File: src/tile_status_regs.svh
// Function
// - Control 25:18 sets transmit data delay
// - Divider counter drives transmit clock edges
// - Control bit 8 enables media ports
// - Dynamic mode divides only when threads paused
// - Static mode divides continuously when enabled
// - Control bit 4 enables low-power divider
// - Control bit 2 selects UTMI or ULPI
// - Control bit 1 enables ULPI support
// - Boot status shows processor number, PLL pins
// - Boot status flags RAM, JTAG, override
// - Boot status shows second core off, skip
// - Security bit 31 refuses further writes
// - Security register loaded from OTP word
// - Security bits 4, 14, 0 restrict debug
// - Security bits lock OTP sectors, redundancy
// - Security bit 5 boots from OTP
// - Oscillator control bits start four counters
// - Oscillators run asynchronous, give random bits
// - Counters sixteen bits, survive system reset
`ifndef TILE_STATUS_REGS_SVH
`define TILE_STATUS_REGS_SVH

`define PS_RES_TYPE 8'h0b
`define REG_TILE_CONTROL 8'h02
`define REG_TILE_BOOT_STATUS 8'h03
`define REG_SECURITY_CONFIG 8'h05
`define REG_RING_OSC_CONTROL 8'h06

`define RST_WORD 32'h0000_0000
`define CTL_WMASK 32'h03ff_ff36
`define SEC_WMASK 32'h8000_5fb1
`define OSC_WMASK 32'h0000_0003

`define CTL_TXDLY_HI 25
`define CTL_TXDLY_LO 18
`define CTL_TXDIV_HI 17
`define CTL_TXDIV_LO 9
`define CTL_RGMII_EN 8
`define CTL_DYN_MODE 5
`define CTL_LPDIV_EN 4
`define CTL_UTMI_SEL 2
`define CTL_ULPI_EN 1

`define BOOT_PROC_HI 23
`define BOOT_PROC_LO 16
`define BOOT_OVERRIDE 8
`define BOOT_SECOND_CORE_OFF 5
`define BOOT_SKIP_POLL 4
`define BOOT_FROM_RAM 3
`define BOOT_FROM_JTAG 2
`define BOOT_PLL_HI 1
`define BOOT_PLL_LO 0

`define SEC_WRITE_LOCK 31
`define SEC_GLOBAL_DEBUG_OFF 14
`define SEC_OTP_LOCK_ALL 12
`define SEC_SECTOR_HI 11
`define SEC_SECTOR_LO 8
`define SEC_OTP_REDUNDANCY 7
`define SEC_OTP_BOOT 5
`define SEC_JTAG_CFG_BLOCK 4
`define SEC_JTAG_TAP_OFF 0

`define OSC_CORE_RUN 1
`define OSC_PERI_RUN 0

`define LP_DIV_RATIO 4

`endif
File: src/tile_status_pkg.sv
package tile_status_pkg;
	typedef enum logic [1:0] {
		DLY_IDLE = 2'b01,
		DLY_WAIT = 2'b10
	} delay_state_t;
endpackage

File: src/ring_osc_counters.sv
module ring_osc_counters #(
	parameter int NUM = 4,
	parameter int WIDTH = 16
) (
	input wire logic clk,
	input wire logic [NUM-1:0] run,
	input wire logic [NUM-1:0] osc_edge,
	output logic [NUM*WIDTH-1:0] count
);
	genvar i;
	generate
		for (i = 0; i < NUM; i++) begin : g_osc
			// Power-up value only; no reset, so counts survive system reset
			logic [WIDTH-1:0] cnt = '0;
			logic [WIDTH-1:0] next_cnt;
			// Edges come from free-running oscillators, not the tile clock
			always_comb begin
				next_cnt = cnt;
				if (run[i] && osc_edge[i]) begin
					next_cnt = cnt + 1'b1;
				end
			end
			always_ff @(posedge clk) begin
				cnt <= next_cnt;
			end
			assign count[i*WIDTH +: WIDTH] = cnt;
		end
	endgenerate
endmodule

File: src/tile_status_control_regs.sv
`include "tile_status_regs.svh"

module tile_status_control_regs
	import tile_status_pkg::*;
#(
	parameter int LP_DIV = `LP_DIV_RATIO,
	parameter int OSC_WIDTH = 16
) (
	input wire logic clk,
	input wire logic rst,
	input wire logic ps_req,
	input wire logic ps_we,
	input wire logic [15:0] ps_res,
	input wire logic [31:0] ps_wdata,
	output logic ps_ack,
	output logic ps_refused,
	output logic [31:0] ps_rdata,
	input wire logic otp_load,
	input wire logic [31:0] otp_word,
	input wire logic [7:0] processor_number,
	input wire logic [1:0] boot_pll_pins,
	input wire logic boot_from_ram,
	input wire logic boot_from_jtag,
	input wire logic second_core_off,
	input wire logic skip_otp_poll,
	input wire logic all_threads_paused,
	input wire logic [3:0] osc_edge,
	output logic rgmii_tx_clk,
	output logic rgmii_tx_strobe,
	output logic rgmii_ports_en,
	output logic lp_clk_en,
	output logic usb_utmi_sel,
	output logic ulpi_support_en,
	output logic boot_from_otp,
	output logic jtag_cfg_block,
	output logic global_debug_off,
	output logic jtag_tap_off,
	output logic otp_lock_all,
	output logic [3:0] otp_sector_lock,
	output logic otp_redundancy,
	output logic [4*OSC_WIDTH-1:0] osc_count
);
	logic [31:0] tile_control, next_tile_control;
	logic [31:0] tile_boot_status, next_tile_boot_status;
	logic [31:0] security_config, next_security_config;
	logic [31:0] ring_osc_control, next_ring_osc_control;
	logic [31:0] next_ps_rdata;
	logic next_ps_ack, next_ps_refused;
	logic [7:0] reg_num;
	logic hit;

	// Resource id is register number in the upper byte, type in the lower
	assign reg_num = ps_res[15:8];
	assign hit = ps_req && (ps_res[7:0] == `PS_RES_TYPE);

	always_comb begin
		next_tile_control = tile_control;
		next_ring_osc_control = ring_osc_control;
		next_security_config = security_config;
		next_ps_ack = hit;
		next_ps_refused = 1'b0;
		next_ps_rdata = `RST_WORD;
		next_tile_boot_status = `RST_WORD;
		next_tile_boot_status[`BOOT_PROC_HI:`BOOT_PROC_LO] = processor_number;
		next_tile_boot_status[`BOOT_PLL_HI:`BOOT_PLL_LO] = boot_pll_pins;
		next_tile_boot_status[`BOOT_FROM_RAM] = boot_from_ram;
		next_tile_boot_status[`BOOT_FROM_JTAG] = boot_from_jtag;
		next_tile_boot_status[`BOOT_OVERRIDE] = security_config[`SEC_OTP_BOOT];
		next_tile_boot_status[`BOOT_SECOND_CORE_OFF] = second_core_off;
		next_tile_boot_status[`BOOT_SKIP_POLL] = skip_otp_poll;
		if (otp_load) begin
			next_security_config = otp_word & `SEC_WMASK;
		end
		if (hit && ps_we) begin
			case (reg_num)
				`REG_TILE_CONTROL: next_tile_control = ps_wdata & `CTL_WMASK;
				`REG_RING_OSC_CONTROL: next_ring_osc_control = ps_wdata & `OSC_WMASK;
				`REG_SECURITY_CONFIG: begin
					if (security_config[`SEC_WRITE_LOCK]) begin
						next_ps_refused = 1'b1;
					end else if (!otp_load) begin
						next_security_config = ps_wdata & `SEC_WMASK;
					end
				end
				default: next_ps_rdata = `RST_WORD;
			endcase
		end else if (hit) begin
			case (reg_num)
				`REG_TILE_CONTROL: next_ps_rdata = tile_control;
				`REG_TILE_BOOT_STATUS: next_ps_rdata = tile_boot_status;
				`REG_SECURITY_CONFIG: next_ps_rdata = security_config;
				`REG_RING_OSC_CONTROL: next_ps_rdata = ring_osc_control;
				default: next_ps_rdata = `RST_WORD;
			endcase
		end
	end

	// Lock bit clears only by reset or by an OTP load of a word with bit 31 low
	always_ff @(posedge clk) begin
		if (rst) begin
			tile_control <= `RST_WORD;
			tile_boot_status <= `RST_WORD;
			security_config <= `RST_WORD;
			ring_osc_control <= `RST_WORD;
			ps_rdata <= `RST_WORD;
			ps_ack <= 1'b0;
			ps_refused <= 1'b0;
		end else begin
			tile_control <= next_tile_control;
			tile_boot_status <= next_tile_boot_status;
			security_config <= next_security_config;
			ring_osc_control <= next_ring_osc_control;
			ps_rdata <= next_ps_rdata;
			ps_ack <= next_ps_ack;
			ps_refused <= next_ps_refused;
		end
	end

	assign rgmii_ports_en = tile_control[`CTL_RGMII_EN];
	assign usb_utmi_sel = tile_control[`CTL_UTMI_SEL];
	assign ulpi_support_en = tile_control[`CTL_ULPI_EN];
	assign boot_from_otp = security_config[`SEC_OTP_BOOT];
	assign jtag_cfg_block = security_config[`SEC_JTAG_CFG_BLOCK];
	assign global_debug_off = security_config[`SEC_GLOBAL_DEBUG_OFF];
	assign jtag_tap_off = security_config[`SEC_JTAG_TAP_OFF];
	assign otp_lock_all = security_config[`SEC_OTP_LOCK_ALL];
	assign otp_sector_lock = security_config[`SEC_SECTOR_HI:`SEC_SECTOR_LO];
	assign otp_redundancy = security_config[`SEC_OTP_REDUNDANCY];

	// Transmit clock divider and data delay; clk stands for the PLL output
	logic [8:0] tx_div, tx_cnt, next_tx_cnt;
	logic [7:0] tx_dly, dly_cnt, next_dly_cnt;
	logic next_tx_clk, next_tx_strobe;
	delay_state_t dly_state, next_dly_state;

	assign tx_div = tile_control[`CTL_TXDIV_HI:`CTL_TXDIV_LO];
	assign tx_dly = tile_control[`CTL_TXDLY_HI:`CTL_TXDLY_LO];

	always_comb begin
		next_tx_cnt = (tx_cnt >= tx_div) ? 9'h000 : tx_cnt + 9'h001;
		next_tx_clk = rgmii_tx_clk;
		next_dly_state = dly_state;
		next_dly_cnt = dly_cnt;
		next_tx_strobe = 1'b0;
		if (tx_cnt == tx_div) begin
			next_tx_clk = 1'b1;
		end else if (tx_cnt == (tx_div >> 1)) begin
			next_tx_clk = 1'b0;
		end
		case (dly_state)
			DLY_IDLE: begin
				if (rgmii_ports_en && tx_cnt == tx_div) begin
					if (tx_dly == 8'h00) begin
						next_tx_strobe = 1'b1;
					end else begin
						next_dly_cnt = tx_dly;
						next_dly_state = DLY_WAIT;
					end
				end
			end
			DLY_WAIT: begin
				next_dly_cnt = dly_cnt - 8'h01;
				if (dly_cnt == 8'h01) begin
					next_tx_strobe = 1'b1;
					next_dly_state = DLY_IDLE;
				end
			end
			default: next_dly_state = DLY_IDLE;
		endcase
		// Ports off also drops a strobe still pending from the delay
		if (!rgmii_ports_en) begin
			next_tx_clk = 1'b0;
			next_tx_strobe = 1'b0;
			next_dly_state = DLY_IDLE;
		end
	end

	always_ff @(posedge clk) begin
		if (rst) begin
			tx_cnt <= 9'h000;
			rgmii_tx_clk <= 1'b0;
			rgmii_tx_strobe <= 1'b0;
			dly_cnt <= 8'h00;
			dly_state <= DLY_IDLE;
		end else begin
			tx_cnt <= next_tx_cnt;
			rgmii_tx_clk <= next_tx_clk;
			rgmii_tx_strobe <= next_tx_strobe;
			dly_cnt <= next_dly_cnt;
			dly_state <= next_dly_state;
		end
	end

	// Low-power divider: enable pulse once per LP_DIV cycles when dividing
	localparam int LPW = (LP_DIV > 1) ? $clog2(LP_DIV) : 1;
	logic [LPW-1:0] lp_cnt, next_lp_cnt;
	logic lp_active, next_lp_clk_en;

	assign lp_active = tile_control[`CTL_LPDIV_EN]
		&& (!tile_control[`CTL_DYN_MODE] || all_threads_paused);

	always_comb begin
		next_lp_cnt = lp_cnt;
		next_lp_clk_en = 1'b1;
		if (lp_active) begin
			next_lp_clk_en = (lp_cnt == '0);
			next_lp_cnt = (lp_cnt == LPW'(LP_DIV - 1)) ? '0 : lp_cnt + 1'b1;
		end else begin
			next_lp_cnt = '0;
		end
	end

	always_ff @(posedge clk) begin
		if (rst) begin
			lp_cnt <= '0;
			lp_clk_en <= 1'b1;
		end else begin
			lp_cnt <= next_lp_cnt;
			lp_clk_en <= next_lp_clk_en;
		end
	end

	logic [3:0] osc_run;
	assign osc_run = {{2{ring_osc_control[`OSC_PERI_RUN]}},
		{2{ring_osc_control[`OSC_CORE_RUN]}}};

	ring_osc_counters #(
		.NUM(4),
		.WIDTH(OSC_WIDTH)
	) u_osc (
		.clk(clk),
		.run(osc_run),
		.osc_edge(osc_edge),
		.count(osc_count)
	);

	// Checks
	a_sec_lock_refuse: assert property (@(posedge clk) disable iff (rst)
		hit && ps_we && reg_num == `REG_SECURITY_CONFIG && security_config[`SEC_WRITE_LOCK]
		&& !otp_load |=> ps_refused && $stable(security_config))
		else $error("locked security register changed");
	a_lock_holds: assert property (@(posedge clk) disable iff (rst)
		security_config[`SEC_WRITE_LOCK] && !otp_load |=> security_config[`SEC_WRITE_LOCK])
		else $error("security lock dropped without reset");
	a_otp_copy: assert property (@(posedge clk) disable iff (rst)
		otp_load |=> security_config == ($past(otp_word) & `SEC_WMASK))
		else $error("security register not loaded from OTP");
	a_ctl_reserved: assert property (@(posedge clk) disable iff (rst)
		(tile_control & ~`CTL_WMASK) == `RST_WORD
		&& (ring_osc_control & ~`OSC_WMASK) == `RST_WORD)
		else $error("reserved control bit set");
	a_read_ack: assert property (@(posedge clk) disable iff (rst)
		hit && !ps_we && reg_num == `REG_TILE_CONTROL |=> ps_ack && ps_rdata == $past(tile_control))
		else $error("control read data wrong");
	a_tx_clk_rise: assert property (@(posedge clk) disable iff (rst)
		rgmii_ports_en && tx_cnt == tx_div && $stable(tile_control) |=> rgmii_tx_clk)
		else $error("transmit clock did not rise at divider value");
	a_tx_clk_fall: assert property (@(posedge clk) disable iff (rst)
		rgmii_ports_en && tx_div > 9'h001 && tx_cnt == (tx_div >> 1) |=> !rgmii_tx_clk)
		else $error("transmit clock did not fall at half value");
	a_dyn_hold: assert property (@(posedge clk) disable iff (rst)
		tile_control[`CTL_LPDIV_EN] && tile_control[`CTL_DYN_MODE] && !all_threads_paused
		|=> lp_clk_en)
		else $error("dynamic divider ran with threads active");
	a_static_div: assert property (@(posedge clk) disable iff (rst)
		tile_control[`CTL_LPDIV_EN] && !tile_control[`CTL_DYN_MODE] && lp_clk_en
		&& $stable(tile_control) ##1 $stable(tile_control) |-> !lp_clk_en)
		else $error("static divider did not divide");
	a_boot_status: assert property (@(posedge clk) disable iff (rst)
		!rst |=> tile_boot_status[`BOOT_PROC_HI:`BOOT_PROC_LO] == $past(processor_number)
		&& tile_boot_status[`BOOT_SECOND_CORE_OFF] == $past(second_core_off)
		&& tile_boot_status[`BOOT_FROM_RAM] == $past(boot_from_ram))
		else $error("boot status does not follow inputs");
	a_refused_with_ack: assert property (@(posedge clk) disable iff (rst)
		ps_refused |-> ps_ack)
		else $error("refusal without acknowledge");
	a_foreign_no_ack: assert property (@(posedge clk) disable iff (rst)
		ps_req && ps_res[7:0] != `PS_RES_TYPE |=> !ps_ack)
		else $error("foreign resource acknowledged");
	a_unmapped_zero: assert property (@(posedge clk) disable iff (rst)
		hit && !ps_we && reg_num != `REG_TILE_CONTROL && reg_num != `REG_TILE_BOOT_STATUS
		&& reg_num != `REG_SECURITY_CONFIG && reg_num != `REG_RING_OSC_CONTROL
		|=> ps_rdata == `RST_WORD)
		else $error("unmapped register read not zero");
	a_ports_off_quiet: assert property (@(posedge clk) disable iff (rst)
		!rgmii_ports_en |=> !rgmii_tx_clk && !rgmii_tx_strobe)
		else $error("transmit clock or strobe active with ports off");
	a_boot_override: assert property (@(posedge clk) disable iff (rst)
		!rst |=> tile_boot_status[`BOOT_OVERRIDE] == $past(security_config[`SEC_OTP_BOOT]))
		else $error("boot override flag does not follow security");
	a_core_osc_hold: assert property (@(posedge clk) disable iff (rst)
		!ring_osc_control[`OSC_CORE_RUN] |=> $stable(osc_count[2*OSC_WIDTH-1:0]))
		else $error("core counters moved while stopped");
	a_peri_osc_hold: assert property (@(posedge clk) disable iff (rst)
		!ring_osc_control[`OSC_PERI_RUN] |=> $stable(osc_count[4*OSC_WIDTH-1:2*OSC_WIDTH]))
		else $error("peripheral counters moved while stopped");

	c_sec_refused: cover property (@(posedge clk) disable iff (rst) ps_refused);
	c_tx_strobe: cover property (@(posedge clk) disable iff (rst) rgmii_tx_strobe && tx_dly > 8'h01);
	c_otp_override: cover property (@(posedge clk) disable iff (rst) tile_boot_status[`BOOT_OVERRIDE]);
	c_dyn_divide: cover property (@(posedge clk) disable iff (rst)
		tile_control[`CTL_DYN_MODE] && all_threads_paused && !lp_clk_en);
	c_osc_write: cover property (@(posedge clk) disable iff (rst)
		hit && ps_we && reg_num == `REG_RING_OSC_CONTROL);
endmodule

File: config.mk
export PLATFORM = sky130hd
export DESIGN_NAME = tile_status_control_regs
export DESIGN_NICKNAME = d
export VERILOG_FILES = /design/src/tile_status_pkg.sv /design/src/ring_osc_counters.sv /design/src/tile_status_control_regs.sv
export VERILOG_INCLUDE_DIRS = /design/src
export SDC_FILE = /design/constraint.sdc
export NUM_CORES = 1
export LEC_CHECK = 0
export ABC_AREA = 1
export ABC_CLOCK_PERIOD_IN_PS = 3600
export BUFFER_PORTS_ARGS = -buffer_cell sky130_fd_sc_hd__buf_4
export CORE_AREA = 2 2 130 132
export CTS_CLUSTER_SIZE = 30
export DETAILED_ROUTE_END_ITERATION = 8
export DIE_AREA = 0 0 132 134
export HOLD_SLACK_MARGIN = 0.08
export MAX_ROUTING_LAYER = met4
export PLACE_DENSITY = 0.95
export SLEW_MARGIN = 20
export SYNTH_ARGS = -nofsm -noshare
export SYNTH_HDL_FRONTEND = slang
export SYNTH_HIERARCHICAL = 1
export SYNTH_SLANG_ARGS = --single-unit
File: constraint.sdc
create_clock -name clk -period 3.6 [get_ports clk]
set_input_delay 0.54 -clock clk [delete_from_list [all_inputs] [get_ports clk]]
set_output_delay 0.54 -clock clk [all_outputs]
set_load 0.01 [all_outputs]
## After elaboration in Yosys (flattened, before gate mapping)

Index checks and enable logic that the tools add are counted.

- Bits in registers: 210
- Input port bits: 104
- Word-level logic and storage cells: 90

- Add/subtract/negate cells: 7
- Order comparisons: 1
- Equality and inequality tests: 14
- Mux-type cells: 20
- Bitwise logic cells: 5
- Reductions and logical operators: 24

Operators by type and width:

| operator | count |
|---|---|
| $mux 32 | 5 |
| $pmux 32 s4 | 1 |
| $add 16x1->16 const B | 4 |
| $eq 8x2->1 const B | 2 |
| $eq 8x3->1 const B | 2 |
| $mux 8 | 2 |
| $pmux 8 s2 | 1 |
| $add 9x1->9 const B | 1 |
| $eq 9x8->1 | 1 |
| $eq 9x9->1 | 1 |
| $ge 9x9->1 | 1 |
| $reduce_or 3->1 | 3 |
| $eq 8x1->1 const B | 1 |
| $eq 8x4->1 const B | 1 |
| $logic_and 1x1->1 | 8 |
| $logic_not 8->1 | 1 |
| $sub 8x1->8 const B | 1 |
| $mux 1 | 6 |
| $mux 2 | 3 |
| $ne 2x2->1 const B | 3 |
| $reduce_and 3->1 | 2 |
| $reduce_or 2->1 | 3 |
| $not 1->1 | 5 |
| $eq 2x2->1 const B | 2 |
| other kinds (9) | 11 |

## Longest topological paths before layout

- Depth after elaboration: 5
- Gate-level depth with buffers: 11
- Mapped depth without buffers: 10

## Hierarchy

The synthesis kept the hierarchy.

By module, submodules not included:

| module | times used | cells each | area each (µm²) | sequential area each (µm²) |
|---|---|---|---|---|
| tile_status_control_regs | 1 | 893 | 5,965.7 | 2,582.5 |
| ring_osc_counters | 1 | 365 | 3,379.5 | 1,921.8 |

## Least setup slack after synthesis

No wires, ideal clock.

- Kind: register to register
- Start: register tile_control[11]
- End: register dly_cnt[6]
- Setup time: 113 ps
- Data arrival time: 1,489 ps
- Path slack: 1,998 ps
- Cell stages (with the launch flop): 11
- Path through: dfxtp_1 inv_1 ha_1 nand2_1 nor2_1 nand3_1 nand2_1 nand3_1 buf_2 nor2_1 nor2_1

- Longest elaborated chain between the ends: 4

Ends and longest elaborated chain:

| what | line | RTL |
|---|---|---|
| start, declared | tile_status_control_regs.sv:43 | `logic [31:0] tile_control, next_tile_control;` |
| start signal, assigned | tile_status_control_regs.sv:101 | `` tile_control <= `RST_WORD; `` |
| start signal, assigned | tile_status_control_regs.sv:109 | `tile_control <= next_tile_control;` |
| $eq 9x9->1 | tile_status_control_regs.sv:152 | `if (rgmii_ports_en && tx_cnt == tx_div) begin` |
| $logic_and 1x1->1 | tile_status_control_regs.sv:152 |  |
| $ne 2x2->1 (no source line) | n/a |  |
| $reduce_and 3->1 (no source line) | n/a |  |
| end signal, assigned | tile_status_control_regs.sv:189 | `dly_cnt <= next_dly_cnt;` |
| end, declared | tile_status_control_regs.sv:132 | `logic [7:0] tx_dly, dly_cnt, next_dly_cnt;` |

No other way between the ends.
A chain may end at the register's enable or synchronous reset.

## Worst setup path after layout

- Start: input port ps_res[8]
- End: register security_config[30]

- Longest elaborated chain between the ends: 3

Ends and longest elaborated chain:

| what | line | RTL |
|---|---|---|
| start, declared | tile_status_control_regs.sv:13 | `input wire logic [15:0] ps_res,` |
| $eq 8x3->1 | tile_status_control_regs.sv:75 | `case (reg_num)` |
| $mux 32 | tile_status_control_regs.sv:75 |  |
| $mux 32 | tile_status_control_regs.sv:74 | `if (hit && ps_we) begin` |
| end signal, assigned | tile_status_control_regs.sv:103 | `` security_config <= `RST_WORD; `` |
| end signal, assigned | tile_status_control_regs.sv:111 | `security_config <= next_security_config;` |
| end, declared | tile_status_control_regs.sv:45 | `logic [31:0] security_config, next_security_config;` |

No other way between the ends.

==> metrics.md <==
| Metric | Value |
|---|---|
| RSZ-0062 raised after global routing | `false` |
| Die W | `about 130 um` |
| I/O Buffers | `approximately 190` |
| Final setup vio count | `0` |
| Minimum clock period | `2.072 ns` |
| Register area share after synthesis | `approximately 48%` |
| DR WL/cell | `between 10 and 15 um` |
| Post-synth top area share | `between 20 and 30%` |
| Number of H-tree levels | `4` |
| Post-DP HPWL | `17740 um` |
| First-pass GRT wire length | `between 30000 and 40000 um` |
| Area of the mapped netlist | `around 9300 sq um` |
| Cts bufs inserted | `17` |
| Post-CTS Hold Buffers | `0` |
| Layout area overhead | `22.65%` |
| PostCTS Resize Cnt | `0` |
| CTS tree | `done` |
| Synth warnings | `6` |
| Hold path endpoint | `tile_boot_status[16]$_SDFF_PP0_` |
| Critical path startpoint category | `input pin` |
| # clock sinks | `slightly below 200` |
| WP data required | `roughly 3.9 ns` |
| Worst setup path class | `input pin to register` |
| Max-capacitance violation count | `0` |
| Gr usage total | `between 20 and 30%` |
| Min-delay worst type | `input pin to register` |
| Io pins | `about 220` |
| Placed cell count | `roughly 1600` |
| Pwr Density | `roughly 380 nW/um^2` |
| Count leader, synth | `nand2_1` |
| Post-DRT Antenna Nets | `0` |
| WL final | `between 20000 and 25000 um` |
| Core region area | `16290 sq um` |
| Syn_nets | `roughly 1400` |
| Root buffer cell | `clkbuf_16` |
| Most frequent cells after synthesis | `401 x nand2_1, 222 x nor2_1, 141 x inv_1` |
| Number of global-route vias before repair | `8328` |
| Clk slew on worst S/H paths | `around 0.070 ns` |
| TritonRoute pass-1 iters | `5` |
| Pin count of the biggest net entering global routing | `45` |
| DR vias/cell | `roughly 5.3` |
| Sum of negative setup slack | `0 ns` |
| Hold Crit Depth | `3` |
| Min-delay src | `processor_number[0]` |
| Largest area contributor in the netlist | `dfxtp_1` |
| Arrival time worst endpoint | `around 2.4 ns` |
| Post-synth EDFFs | `between 60 and 70` |
| Initial core utilization | `between 50% and 60%` |
| Most frequent cell on the critical path | `buf_4` |
| DR iter-0 viols | `664` |
| Largest stage delay on the critical path | `between 0.8 and 0.9 ns` |
| Critical path endpoint category | `register` |
| Worst-path cell chain | `buf_4, nand4_1, nor2_2, buf_4, and3_1, nor2_1` |
| Synthesized instance count | `1258` |
| # diodes | `0` |
| R2R cell count | `9` |
| Final Cycle Share | `a little under three fifths` |
| Achievable frequency | `just under 500 MHz` |
| Rows | `47` |
| Non-Filler Instances | `1666` |
| Ys async rst share | `0%` |
| Fin Clk Skew | `approximately 0.015 ns` |
| Slew Limit Fails | `0` |
| Fin area | `between 10000 and 15000 sq um` |
| Die Ht | `134 um` |
| Layout filler cell count | `1230` |
| Dpl cell area | `approximately 11000 sq um` |
| Post-synth cell types | `36` |
| Max-slew headroom | `between 30% and 40%` |
| Flops & latches, synth | `193` |
| Status | `complete, no violations` |
| Worst vdd ir | `346.1 uV` |
| Critical path peak fanout | `25` |
| Leakage | `about 5.4 nW` |
| Hold Slack | `between 0.3 and 0.4 ns` |
| R2R Path Start | `tile_control[11]$_SDFFE_PP0P_` |
| Worst R2R Setup Slack | `~1.6 ns` |
| Worst-margin pin slew | `between 0.9 and 1 ns` |
| Die Footprint | `between 15000 and 20000 sq um` |
| Drt drc | `0` |
| Setup Buffers After CTS | `0` |
| Worst-Skew Late Latency | `around 0.43 ns` |
| Clock buffer depth | `2` |
| Syn Area/Cell | `around 7.4 sq um` |
| Hold Violations, Final | `0` |
| Synth area leaders | `dfxtp_1 28%, edfxtp_1 21%, nand2_1 16%, nor2_1 8.9%, inv_1 5.7%` |
| Crit. Startpoint | `ps_res[8]` |
| RePlAce Congestion | `0.8984` |
| Layout net count | `about 1600` |
| Slowest stage cell, crit path | `and3_1` |
| Ys flop type | `dfxtp_1` |
| GR Overflow Total | `0` |
| Share of cells above drive strength 1 | `between 10% and 20%` |
| Initial antenna violation count | `0` |
| FF-to-FF End | `dly_cnt[7]$_SDFFE_PP0P_` |
| Vias | `around 8800` |
[sequential cells by signal (all words and copies together) (netlist names), 2 cells and up]
signal	count
tx_cnt	9
tile_boot_status	15
dly_state	2
lp_cnt	2
dly_cnt	8
tile_control	22
security_config	32
ring_osc_control	2
ps_rdata	32
u_osc/g_osc.cnt	64
[critical path, delay by kind of cell]
family,cells,cell delay [ns]
buf+inv,2,0.52
simple gates,4,1.27
[final cells by class]
cell class | count | area (sq um) | area share, %
clock inverter | 10 | 122.6 | 1.070
clock buffer | 22 | 486.7 | 4.246
timing repair buffer | 195 | 1464 | 12.77
inverter | 145 | 544.3 | 4.748
sequential | 193 | 4504 | 39.30
tap | 220 | 275.3 | 2.401
multi-input combinational | 881 | 4065 | 35.47
[placed cells by master (no fill, tap or decap), drive strengths merged, types with 8 or more instances in the layout]
cell      n
a21oi    38
buf     195
clkbuf   22
clkinv    8
dfxtp   129
edfxtp   64
ha       20
inv     145
nand2   410
nand3    41
nand4    30
nor2    236
nor3      8
o21ai    48
xnor2    18
xor2     17
[per-stage QoR]
step / power, mW / util, % / setup WS (ns)
finish: 4.386 / 70.37 / 1.528
global route: 4.520 / 70.37 / 1.357
global placement: 2.489 / 66.63 / 1.212
CTS: 4.406 / 70.37 / 1.545
detailed placement: 2.495 / 66.63 / 1.117
floorplan: 2.394 / - / 1.998
[how the worst max path moves through the flow]
stage	end	slack (ns)
finish	security_config[30]$_SDFF_PP0_	1.53
CTS	security_config[30]$_SDFF_PP0_	1.54
detailed placement	security_config[6]$_SDFF_PP0_	1.12
global placement	security_config[22]$_SDFF_PP0_	1.21
floorplan	dly_cnt[6]$_SDFFE_PP0P_	2.00
global route	dly_cnt[6]$_SDFFE_PP0P_	1.36
[kinds of logic (layout without fill, tap and decap cells)]
kind of cell | count (synthesis) | count (layout) | share of synthesized area (%)
adder cells (fa/ha/maj) | 20 | 20 | 2.678
XOR/XNOR | 35 | 35 | 3.280
flip-flops | 193 | 193 | 48.20
AND/OR/NAND/NOR | 735 | 735 | 32.55
buffers and inverters | 184 | 372 | 8.301
AO/OA/AOI/OAI | 91 | 91 | 4.994
[per-layer routing]
metal	up-vias	wire length, um	global-route usage, %
li1	4280	-	-
met1	4001	9554	32.71
met2	424	12490	49.31
met3	51	1853	4.535
met4	0	635	11.47
met5	-	0	-
[where the power goes]
group | internal [mW] | leakage, nW | switching, mW | total [mW]
clock | 1.11 | 0.305 | 0.823 | 1.94
combinational | 0.0869 | 3.51 | 0.102 | 0.189
sequential | 2.25 | 1.62 | 0.0111 | 2.26
total | 3.45 | 5.44 | 0.936 | 4.39
(Power assumes the default switching activity.)
